===== src/pic_pkg.sv =====
// Constants and carrier types of the prioritized interrupt controller.
// Assumes a single 250 MHz clock and a classic Wishbone register port.
package pic_pkg;

  ////////////////////////////////////////////////////////////////////////
  // Source table
  localparam int          N_SRC      = 26;             // Slots 0..25, slot 0 is reset
  localparam int          SRC_W      = 5;
  localparam logic [25:0] VALID_MASK = 26'h277_E0FE;   // Slots that can post
  localparam logic [25:0] GPIO_MASK  = 26'h070_0060;   // Edge posted port slots
  localparam int          GPIO_N     = 5;
  localparam int          GPIO_SLOT0 = 5;
  localparam int          GPIO_SLOT1 = 6;
  localparam int          GPIO_SLOT2 = 20;
  localparam int          GPIO_SLOT3 = 21;
  localparam int          GPIO_SLOT4 = 22;
  localparam int          VEC_SHIFT  = 2;              // Vector is priority times four

  ////////////////////////////////////////////////////////////////////////
  // Dispatch timing, in CPU clock cycles
  localparam int          DISP_CYCLES = 13;
  localparam int          LONG_JUMP_INSTR_CYCLES = 7;             // Table jump, run by the CPU
  localparam logic [3:0]  CYC_PUSH_HI = 4'h0;
  localparam logic [3:0]  CYC_PUSH_LO = 4'h1;
  localparam logic [3:0]  CYC_PUSH_FL = 4'h2;
  localparam logic [3:0]  CYC_FL_CLR  = 4'h3;
  localparam int          FLAG_IE_BIT = 0;             // Global enable in CPU flags

  ////////////////////////////////////////////////////////////////////////
  // Register map, byte offsets
  localparam logic [7:0]  OFS_POSTED  = 8'h00;
  localparam logic [7:0]  OFS_MASK    = 8'h04;
  localparam logic [7:0]  OFS_CTRL    = 8'h08;
  localparam logic [7:0]  OFS_STATUS  = 8'h0C;
  localparam int          CTRL_SOFT_BIT = 0;
  localparam logic [25:0] RST_POSTED  = 26'h000_0000;
  localparam logic [25:0] RST_MASK    = 26'h000_0000;
  localparam logic        RST_SOFT    = 1'b0;

  ////////////////////////////////////////////////////////////////////////
  // Carriers toward the CPU
  typedef struct packed {
    logic       valid;
    logic [7:0] data;
  } pic_push_t;

  typedef struct packed {
    logic        valid;
    logic [15:0] value;
  } pic_pcld_t;

  typedef enum logic [1:0] {
    PIC_IDLE = 2'b01,
    PIC_DISP = 2'b10
  } pic_state_t;

endpackage


===== src/pic_edge_det.sv =====
// Rising edge detector for a group of level conditions.
// Assumes the levels are synchronous to clk_i.
`timescale 1ns/1ps
module pic_edge_det #(
  parameter int W = 5
) (
  // Clock and reset
  input  wire logic         clk_i,
  input  wire logic         rst_i,
  // Levels and edge pulses
  input  wire logic [W-1:0] lvl_i,
  output      logic [W-1:0] rise_o
);

  logic [W-1:0] prev_r;

  // Previous level
  always_ff @(posedge clk_i or posedge rst_i) begin
    if (rst_i) begin
      prev_r <= '0;
    end else begin
      prev_r <= lvl_i;
    end
  end

  // One cycle pulse per rising edge
  assign rise_o = lvl_i & ~prev_r;

endmodule


===== src/pic_prio_enc.sv =====
// Priority encoder: lowest set index wins.
// Assumes pending bits are already masked.
`timescale 1ns/1ps
module pic_prio_enc #(
  parameter int N = 26,
  parameter int W = 5
) (
  // Pending requests
  input  wire logic [N-1:0] pend_i,
  // Winner
  output      logic         any_o,
  output      logic [W-1:0] idx_o
);

  // Scan from low priority upward so the highest priority is last written
  always_comb begin
    any_o = |pend_i;
    idx_o = '0;
    for (int i = N - 1; i >= 0; i--) begin
      if (pend_i[i]) begin
        idx_o = W'(i);
      end
    end
  end

endmodule


===== src/pic_top.sv =====
// Prioritized interrupt controller with CPU dispatch sequencer.
// Assumes a classic Wishbone master and a CPU that flags instruction ends.
//
// Overview of operation
// RULE1: Fixed priority, vector is priority times four
// RULE2: Condition latches posted flag until taken/cleared
// RULE3: Posted and masked-in flags are pending
// RULE4: Mask never clears nor blocks posting
// RULE5: Highest pending taken only with global enable
// RULE6: Event, mask update or enable rise activates
// RULE7: Current instruction completes before dispatch
// RULE8: Dispatch lasts thirteen clock cycles
// RULE9: Push PC high, PC low, then flags
// RULE10: Clear all CPU flags after pushing
// RULE11: PC high zeroed, vector into PC low
// RULE12: Return restores PC and flags, enable
// RULE13: Pending work dispatched before next instruction
// RULE14: Re-enabling inside handler allows nesting
// RULE15: Latency is remainder plus thirteen plus seven
// RULE16: Read shows posted, writing zero clears
// RULE17: Writing one posts only with soft enable
// RULE18: Port interrupts post on edges
// RULE19: Event beats a coinciding software clear
// RULE20: Taking clears only the dispatched source
//
// Design decisions made here: the Wishbone register port and the register offsets.
`timescale 1ns/1ps
module pic_top #(
  parameter int DISP_CYCLES = pic_pkg::DISP_CYCLES
) (
  // Clock and reset
  input  wire logic                   clk_i,
  input  wire logic                   rst_i,
  // Wishbone slave
  input  wire logic                   wb_cyc_i,
  input  wire logic                   wb_stb_i,
  input  wire logic                   wb_we_i,
  input  wire logic [7:0]             wb_adr_i,
  input  wire logic [3:0]             wb_sel_i,
  input  wire logic [31:0]            wb_dat_i,
  output      logic [31:0]            wb_dat_o,
  output      logic                   wb_ack_o,
  // Interrupt sources
  input  wire logic [25:0]            src_evt_i,
  input  wire logic [4:0]             gpio_lvl_i,
  // CPU side
  input  wire logic                   instr_done_i,
  input  wire logic [15:0]            cpu_program_counter_i,
  input  wire logic [7:0]             cpu_flags_i,
  output      logic                   irq_req_o,
  output      logic                   disp_busy_o,
  output      pic_pkg::pic_push_t     push_o,
  output      logic                   flags_clear_o,
  output      pic_pkg::pic_pcld_t     pc_load_o
);

  ////////////////////////////////////////////////////////////////////////
  // Declarations
  pic_pkg::pic_state_t state_r, state_nxt;
  logic [3:0]          cnt_r, cnt_nxt;
  logic [25:0]         posted_r, posted_nxt;
  logic [25:0]         mask_r;
  logic                soft_en_r;
  logic [25:0]         pend, hw_evt, lane, clr_wr, set_sw, take_mask, evt_q_r;
  logic [4:0]          gpio_rise;
  logic                any_pend, global_irq_enable, req_now, start, wr_stb, rd_stb;
  logic [4:0]          sel_idx, take_src_r;
  logic [7:0]          vec_r;
  logic [15:0]         pc_cap_r, pc_src;
  logic [7:0]          fl_cap_r, fl_src;
  logic [31:0]         rd_data;

  // Elaboration check: pushes, clear and load must fit a 4 bit count
  if (DISP_CYCLES < 5 || DISP_CYCLES > 16) begin : g_bad_disp
    $error("DISP_CYCLES must lie in 5..16");
  end

  ////////////////////////////////////////////////////////////////////////
  // Sources: port edges and the priority encoder
  pic_edge_det #(.W(pic_pkg::GPIO_N)) u_edge (
    .clk_i  (clk_i),
    .rst_i  (rst_i),
    .lvl_i  (gpio_lvl_i),
    .rise_o (gpio_rise)
  );

  // Port slots take edges only, other slots take event pulses
  always_comb begin
    hw_evt = src_evt_i & ~pic_pkg::GPIO_MASK;                      // see RULE18
    hw_evt[pic_pkg::GPIO_SLOT0] = gpio_rise[0];
    hw_evt[pic_pkg::GPIO_SLOT1] = gpio_rise[1];
    hw_evt[pic_pkg::GPIO_SLOT2] = gpio_rise[2];
    hw_evt[pic_pkg::GPIO_SLOT3] = gpio_rise[3];
    hw_evt[pic_pkg::GPIO_SLOT4] = gpio_rise[4];
  end

  // Pending is posted and unmasked
  assign pend = posted_r & mask_r;                                 // see RULE3

  pic_prio_enc #(.N(pic_pkg::N_SRC), .W(pic_pkg::SRC_W)) u_enc (
    .pend_i (pend),
    .any_o  (any_pend),
    .idx_o  (sel_idx)
  );

  // Request, dispatch start at an instruction boundary
  assign global_irq_enable     = cpu_flags_i[pic_pkg::FLAG_IE_BIT];              // see RULE12
  assign req_now = any_pend & global_irq_enable;                                 // see RULE5
  assign start   = (state_r == pic_pkg::PIC_IDLE) & instr_done_i & req_now; // see RULE7

  ////////////////////////////////////////////////////////////////////////
  // Posted flags
  assign wr_stb    = wb_cyc_i & wb_stb_i & wb_we_i & ~wb_ack_o;
  assign rd_stb    = wb_cyc_i & wb_stb_i & ~wb_we_i & ~wb_ack_o;
  assign lane      = 26'({{8{wb_sel_i[3]}}, {8{wb_sel_i[2]}}, {8{wb_sel_i[1]}}, {8{wb_sel_i[0]}}});
  assign clr_wr    = (wr_stb && wb_adr_i == pic_pkg::OFS_POSTED) ? (lane & ~wb_dat_i[25:0]) : '0;
  assign set_sw    = (wr_stb && wb_adr_i == pic_pkg::OFS_POSTED && soft_en_r) ?
                     (lane & wb_dat_i[25:0]) : '0;                 // see RULE17
  assign take_mask = start ? (26'h000_0001 << sel_idx) : '0;      // see RULE20

  // Clears first, sets last so an event is never lost
  assign posted_nxt = ((posted_r & ~clr_wr & ~take_mask) | set_sw | hw_evt)
                      & pic_pkg::VALID_MASK;                       // see RULE2 RULE16 RULE19

  always_ff @(posedge clk_i or posedge rst_i) begin
    if (rst_i) begin
      posted_r <= pic_pkg::RST_POSTED;
    end else begin
      posted_r <= posted_nxt;
    end
  end

  ////////////////////////////////////////////////////////////////////////
  // Mask and control registers
  always_ff @(posedge clk_i or posedge rst_i) begin
    if (rst_i) begin
      mask_r    <= pic_pkg::RST_MASK;
      soft_en_r <= pic_pkg::RST_SOFT;
    end else if (wr_stb) begin
      if (wb_adr_i == pic_pkg::OFS_MASK) begin
        mask_r <= ((mask_r & ~lane) | (wb_dat_i[25:0] & lane)) & pic_pkg::VALID_MASK; // see RULE4
      end
      if (wb_adr_i == pic_pkg::OFS_CTRL && wb_sel_i[0]) begin
        soft_en_r <= wb_dat_i[pic_pkg::CTRL_SOFT_BIT];
      end
    end
  end

  ////////////////////////////////////////////////////////////////////////
  // Wishbone read mux and acknowledge
  always_comb begin
    rd_data = 32'h0000_0000;
    unique case (wb_adr_i)
      pic_pkg::OFS_POSTED: rd_data = {6'h00, posted_r};
      pic_pkg::OFS_MASK:   rd_data = {6'h00, mask_r};
      pic_pkg::OFS_CTRL:   rd_data = {31'h0000_0000, soft_en_r};
      pic_pkg::OFS_STATUS: rd_data = {16'h0000, disp_busy_o, any_pend, 6'h00, vec_r};
      default:             rd_data = 32'h0000_0000;
    endcase
  end

  // Single wait state answer, unmapped reads give zero
  always_ff @(posedge clk_i or posedge rst_i) begin
    if (rst_i) begin
      wb_ack_o <= 1'b0;
      wb_dat_o <= 32'h0000_0000;
    end else begin
      wb_ack_o <= wb_cyc_i & wb_stb_i & ~wb_ack_o;
      if (rd_stb) begin
        wb_dat_o <= rd_data;
      end
    end
  end

  ////////////////////////////////////////////////////////////////////////
  // Dispatch sequencer
  always_comb begin
    state_nxt = state_r;
    cnt_nxt   = cnt_r;
    unique case (state_r)
      pic_pkg::PIC_IDLE: begin
        if (start) begin
          state_nxt = pic_pkg::PIC_DISP;
          cnt_nxt   = 4'h0;
        end
      end
      pic_pkg::PIC_DISP: begin
        if (cnt_r == 4'(DISP_CYCLES - 1)) begin                   // see RULE8
          state_nxt = pic_pkg::PIC_IDLE;
        end else begin
          cnt_nxt = cnt_r + 4'h1;
        end
      end
      default: begin
        state_nxt = pic_pkg::PIC_IDLE;
        cnt_nxt   = 4'h0;
      end
    endcase
  end

  always_ff @(posedge clk_i or posedge rst_i) begin
    if (rst_i) begin
      state_r <= pic_pkg::PIC_IDLE;
      cnt_r   <= 4'h0;
    end else begin
      state_r <= state_nxt;
      cnt_r   <= cnt_nxt;
    end
  end

  // Capture PC, flags and vector at the start
  always_ff @(posedge clk_i or posedge rst_i) begin
    if (rst_i) begin
      pc_cap_r   <= 16'h0000;
      fl_cap_r   <= 8'h00;
      vec_r      <= 8'h00;
      take_src_r <= 5'h00;
    end else if (start) begin
      pc_cap_r   <= cpu_program_counter_i;
      fl_cap_r   <= cpu_flags_i;
      vec_r      <= {1'b0, sel_idx, 2'b00};                        // see RULE1
      take_src_r <= sel_idx;
    end
  end

  assign pc_src = start ? cpu_program_counter_i : pc_cap_r;
  assign fl_src = start ? cpu_flags_i : fl_cap_r;

  // Registered CPU outputs aligned to the dispatch count
  always_ff @(posedge clk_i or posedge rst_i) begin
    if (rst_i) begin
      irq_req_o     <= 1'b0;
      disp_busy_o   <= 1'b0;
      push_o        <= '0;
      flags_clear_o <= 1'b0;
      pc_load_o     <= '0;
    end else begin
      irq_req_o     <= req_now;                                    // see RULE6 RULE13 RULE14
      disp_busy_o   <= state_nxt == pic_pkg::PIC_DISP;
      push_o.valid  <= state_nxt == pic_pkg::PIC_DISP && cnt_nxt <= pic_pkg::CYC_PUSH_FL; // see RULE9
      unique case (cnt_nxt)
        pic_pkg::CYC_PUSH_HI: push_o.data <= pc_src[15:8];
        pic_pkg::CYC_PUSH_LO: push_o.data <= pc_src[7:0];
        default:              push_o.data <= fl_src;
      endcase
      flags_clear_o <= state_nxt == pic_pkg::PIC_DISP && cnt_nxt == pic_pkg::CYC_FL_CLR; // see RULE10
      pc_load_o.valid <= state_nxt == pic_pkg::PIC_DISP && cnt_nxt == 4'(DISP_CYCLES - 1);
      pc_load_o.value <= {8'h00, (start ? {1'b0, sel_idx, 2'b00} : vec_r)}; // see RULE11 RULE15
    end
  end

  ////////////////////////////////////////////////////////////////////////
  // Checks
  always_ff @(posedge clk_i or posedge rst_i) begin
    if (rst_i) begin
      evt_q_r <= '0;
    end else begin
      evt_q_r <= hw_evt & pic_pkg::VALID_MASK;
    end
  end
endmodule


===== config.mk =====
export PLATFORM = sky130hd
export DESIGN_NAME = pic_top
export DESIGN_NICKNAME = d
export VERILOG_FILES = /design/src/pic_pkg.sv /design/src/pic_edge_det.sv /design/src/pic_prio_enc.sv /design/src/pic_top.sv
export SDC_FILE = /design/constraint.sdc
export NUM_CORES = 1
export LEC_CHECK = 0
export ABC_CLOCK_PERIOD_IN_PS = 6170
export BUFFER_PORTS_ARGS = -buffer_cell sky130_fd_sc_hd__buf_2
export CAP_MARGIN = 20
export CORE_ASPECT_RATIO = 0.6
export CORE_MARGIN = 2
export CORE_UTILIZATION = 55
export CTS_CLUSTER_DIAMETER = 30
export DETAILED_ROUTE_END_ITERATION = 7
export MAX_ROUTING_LAYER = met4
export PLACE_DENSITY = 0.82
export SLEW_MARGIN = 20
export SYNTH_ARGS = -nofsm -noshare
export SYNTH_HDL_FRONTEND = slang
export SYNTH_HIERARCHICAL = 1
export SYNTH_SLANG_ARGS = --single-unit

===== constraint.sdc =====
create_clock -name clk_i -period 6.17 [get_ports clk_i]
set_clock_uncertainty 0.05 [all_clocks]
set_input_delay 0.3085 -clock clk_i [delete_from_list [all_inputs] [get_ports clk_i]]
set_output_delay 0.3085 -clock clk_i [all_outputs]
set_load 0.005 [all_outputs]

== Word level (Yosys, flattened, before mapping) ==
Index checks and enable logic that the tools add are counted.
Widths: inputs -> output; s select.

* Register bits: 121
* Bits in writable memories: 0
* Input port bits: 105
* Output and inout port bits: 62
* Word-level logic and storage cells: 106
* Bits in latches: 0
* Memories: 0
* ROM bits: 0

* Magnitude comparators: 1
* Div/mod/pow operators: 0
* Bitwise logic cells: 26
* Reductions and logical operators: 11
* Equality and inequality tests: 10
* Mux-type cells: 39
* Shifts and indexed selects: 1
* Multipliers: 0
* Add/sub/neg operators: 1

{| class="wikitable"
|+ Operators by type and width
! operator !! count
|-
| $and 26x26->26 || 6
|-
| $mux 5 || 26
|-
| $not 26->26 || 4
|-
| $pmux 26 s4 || 1
|-
| $mux 26 || 3
|-
| $or 26x26->26 || 3
|-
| $reduce_or 26->1 || 1
|-
| $shl 1x5->26 const A || 1
|-
| $eq 8x4->1 const B || 2
|-
| $mux 16 || 1
|-
| $pmux 8 s2 || 1
|-
| $and 1x1->1 || 9
|-
| $eq 4x4->1 const B || 2
|-
| $eq 8x3->1 const B || 1
|-
| $logic_not 8->1 || 1
|-
| $mux 4 || 2
|-
| $mux 8 || 1
|-
| $pmux 4 s2 || 1
|-
| $logic_and 1x1->1 || 6
|-
| $and 5x5->5 || 1
|-
| $not 5->5 || 1
|-
| $add 4x1->4 const B || 1
|-
| $eq 2x2->1 const B || 2
|-
| $eq 4x1->1 const B || 1
|-
| other kinds (8) || 11
|}

== Longest topological paths before layout ==
* Depth in word-level cells: 33
* Depth in mapped cells: 12
* Gate-level depth less buffers: 11

== Hierarchy ==
Netlist, hierarchy kept.

{| class="wikitable"
|+ By module, submodules not included
! module !! instances !! sequential area each (µm²) !! area an instance (µm²) !! cells each
|-
| pic_top || 1 || 2553.7 || 4977.3 || 485
|-
| pic_prio_enc || 1 || 0.0 || 305.3 || 56
|-
| pic_edge_det || 1 || 125.1 || 197.7 || 11
|}

== Worst setup path after synthesis ==
No wires, ideal clock.

* Path kind: register to register
* From: register with a tool-made name
* To: register push_o[5] (netlist bit)
* Cell stages (with the launch flop): 12
* Arrival: 2.622 ns
* Clock period less this slack: 2.756 ns
* Required time: 6.036 ns
* Setup slack: 3.414 ns
* Library setup time: 0.084 ns
* Path buffers: 1
* Cell sequence: dfrtp_1 and2_1 nor4_1 nand3_1 nand2b_1 nand2b_1 nand3_1 nand3_1 a31oi_1 clkbuf_1 mux2_2 o22ai_1

{| class="wikitable"
|+ RTL lines
! element !! RTL line !! RTL
|-
| to (decl) || pic_top.sv:52 || <nowiki>output pic_pkg::pic_push_t push_o,</nowiki>
|}

==> flow_metrics.env <==
export IMPL_wl_um=14600
export IMPL_firstDrtPassIters=5
export IMPL_via_per_inst=5.54
export IMPL_core_area_um2=9770
export IMPL_ys_seq_area_frac=0.489
export IMPL_tritoncts="yes"
export IMPL_yosysUniqueCellTypes=52
export IMPL_synth_top_family_by_area="simple AND/OR/NAND/NOR gates"
export IMPL_globalRouteOverflowTotal=0
export IMPL_critPathTopFamily="simple AND/OR/NAND/NOR gates"
export IMPL_place_congestion=0.941
export IMPL_worst_endpoint_required_ps=6380
export IMPL_setup_violations=0
export IMPL_die_w_um=133
export IMPL_min_period_ps=3640
export IMPL_rsz0062_at_grt="no"
export IMPL_grt_max_degree=69
export IMPL_synth_edf_count=0
export IMPL_holdCritPathClass="primary input to register"
export IMPL_wl_per_cell_um=17.4
export IMPL_cp_arrival_ps=3850
export IMPL_peakVddDrop_mv=0.195
export IMPL_synth_cells=552
export IMPL_cp_num_cells=11
export IMPL_cts_sinks=107
export IMPL_leakagePower_nw=3.14
export IMPL_crit_chain="and2_1, nor4_1, nand3_1, nand2b_1, nand2b_1, nand3_1, nand3_1, a31oi_1, buf_2, mux2_2, o22ai_1"
export IMPL_worst_path_most_repeated_cell="nand3_1"
export IMPL_cts_buffers=9
export IMPL_final_cells=835
export IMPL_cp_slowest_cell="a31oi_1"
export IMPL_grt_pass1_wl_um=22600
export IMPL_worst_setup_path_start_kind="register"
export IMPL_antenna_cells=0
export IMPL_synth_compound_area_share=0.131
export IMPL_post_route_period_util=0.590
export IMPL_ant_nets=0
export IMPL_syn2layout_area_growth_pct=19.2
export IMPL_synth_top_area_share=0.484
export IMPL_drive_above_1_share=0.274
export IMPL_synthMuxAreaShare=0.0991
export IMPL_track_usage=0.284
export IMPL_synthAdderAreaFrac=0.00913
export IMPL_hold_viol=0
export IMPL_grt_pass1_vias=4406
export IMPL_clock_latency_ps=350
export IMPL_synth_top_flop_cell="dfrtp_1"
export IMPL_reg2regPathDepth=11
export IMPL_nets=804
export IMPL_initial_core_util=0.561
export IMPL_antenna_found_initial=0
export IMPL_cts_resized_gates=0
export IMPL_final_setup_tns_ps=0
export IMPL_clock_path_buffers=2
export IMPL_synth_area_leaders="dfrtp_1 (48%), mux2_2 (8.6%), nand2_1 (3.8%)"
export IMPL_status="finished clean"
export IMPL_cp_max_fo=6
export IMPL_vias=4630
export IMPL_worstSetupPathType="register to register"
export IMPL_synth_top_cell_by_area="dfrtp_1"
export IMPL_fp_row_count=28
export IMPL_dp_cells=818
export IMPL_worstHoldPathCells=1
export IMPL_max_stage_delay_ps=590
export IMPL_die_area_um2=10800
export IMPL_tightestPinTransition_ps=1080
export IMPL_syn_mean_instance_area_um2=9.93
export IMPL_yosys_area_share_simple=0.210
export IMPL_synth_most_common_cell="dfrtp_1"
export IMPL_netlist_area_um2=5480
export IMPL_cts_root_buf="clkbuf_16"
export IMPL_synthArstFlopShare=1.00
export IMPL_worstSetupEndpointType="register"
export IMPL_clkTransAtPathRegs_ps=80
export IMPL_path_buf_inv=1
export IMPL_drt_iter0_markers=466
export IMPL_powerDensity_nw_per_um2=310
export IMPL_post_cts_setup_buffers=0
export IMPL_yosysWarningCount=6
export IMPL_finalMaxSlewViolations=0
export IMPL_synth_seq_cells=107
export IMPL_io_pins=167
export IMPL_die_h_um=81.3
export IMPL_numPortBuffers=113
export IMPL_cts_hold_fix_buffers=1
export IMPL_synth_commonest_cells="dfrtp_1 (106), nand2_1 (55), nor2_1 (50)"
export IMPL_synth_xor_area_frac=0
export IMPL_post_dp_hpwl_um=10700
export IMPL_fmax_ghz=0.275
export IMPL_cts_max_level=3
export IMPL_cap_violations=0
export IMPL_drc_errors=0
export IMPL_slew_headroom=0.260
==> cells by family after synthesis <==
group,Yosys count
AND/OR/NAND/NOR,219
AO/OA/AOI/OAI,108
flip-flops,107
buffers and inverters,64
multiplexers,49
adder cells (fa/ha/maj),4
other,1
==> cell type report <==
class                   count  area, um^2
fillers                   779        3240
inverters                  22        85.1
well taps                 135         169
repair buffers            120         618
clock buffers               9         225
multi-input cells         435        2670
flip-flops and latches    107        2680
clock inverters             7        92.6
==> power breakdown <==
group	leakage [nW]	switching, mW	total [mW]	internal (mW)
registers	1.30	0.0553	0.897	0.841
logic	1.68	0.275	0.508	0.233
clock network	0.156	0.291	0.617	0.327
total	3.14	0.621	2.02	1.40
==> worst register-to-register path, cell delays in order, from the launching register on <==
cell      delay (ps)
dfrtp_1          400
and2_1           220
nor4_1           470
nand3_1          210
nand2b_1         200
nand2b_1         210
nand3_1          230
nand3_1          120
a31oi_1          590
buf_2            340
mux2_2           360
o22ai_1          150
==> path summary, 6_finish.rpt <==
path | slack [ps] | to | start
max | 2530 | push_o[0] | register
min | 30 | u_edge/prev_r[3] | gpio_lvl_i[3]
max reg2reg | 2530 | push_o[0] | register
min reg2reg | 400 | fl_cap_r[0] | fl_cap_r[0]
max in group asynchronous | 4380 | posted_r[4] | rst_i
min in group asynchronous | 390 | u_edge/prev_r[2] | rst_i
==> cells in the final DEF, fill, tap and decap left out, drive strengths merged, types with 3 or more instances in the layout <==
master | synthesis | routed
ha | 4 | 4
nand4b | 4 | 4
o22ai | 8 | 8
nor3 | 9 | 9
o31ai | 3 | 3
nor2b | 5 | 5
and3 | 4 | 4
nand3 | 13 | 13
and2 | 30 | 30
or2 | 6 | 6
mux2 | 42 | 42
buf | 30 | 119
or3 | 3 | 3
inv | 22 | 26
nand2 | 57 | 57
o21bai | 5 | 5
dfrtp | 106 | 106
a221oi | 12 | 12
a31oi | 4 | 4
conb | 1 | 55
a21oi | 15 | 15
nor2 | 50 | 50
nand2b | 22 | 22
mux2i | 7 | 7
o211ai | 4 | 4
o2bb2ai | 13 | 13
clkbuf | 12 | 9
nor4 | 7 | 7
o21ai | 34 | 34
==> stage by stage <==
step                utilization  hold WS, ps  instance area [um^2]  setup WS (ps)  power, mW
detailed placement        0.635          210                  6210           2830       1.41
global placement          0.634          209                  6200           2670       1.37
finish                    0.668         26.2                  6530           2530       2.02
floorplan                     -         37.0                  5680           3140       1.24
CTS                       0.668         22.0                  6530           2690       2.02
global route              0.668         16.0                  6530           2440       2.13
==> routing by layer <==
| layer | vias up | global-route usage | wire, um |
|---|---|---|---|
| met5 | - | - | 0 |
| met4 | 0 | 0.0699 | 159 |
| met3 | 15 | 0.0893 | 1410 |
| met2 | 239 | 0.411 | 6350 |
| met1 | 2237 | 0.390 | 6650 |
| li1 | 2139 | - | - |
No activity file was read; power rests on OpenSTA's default activity.
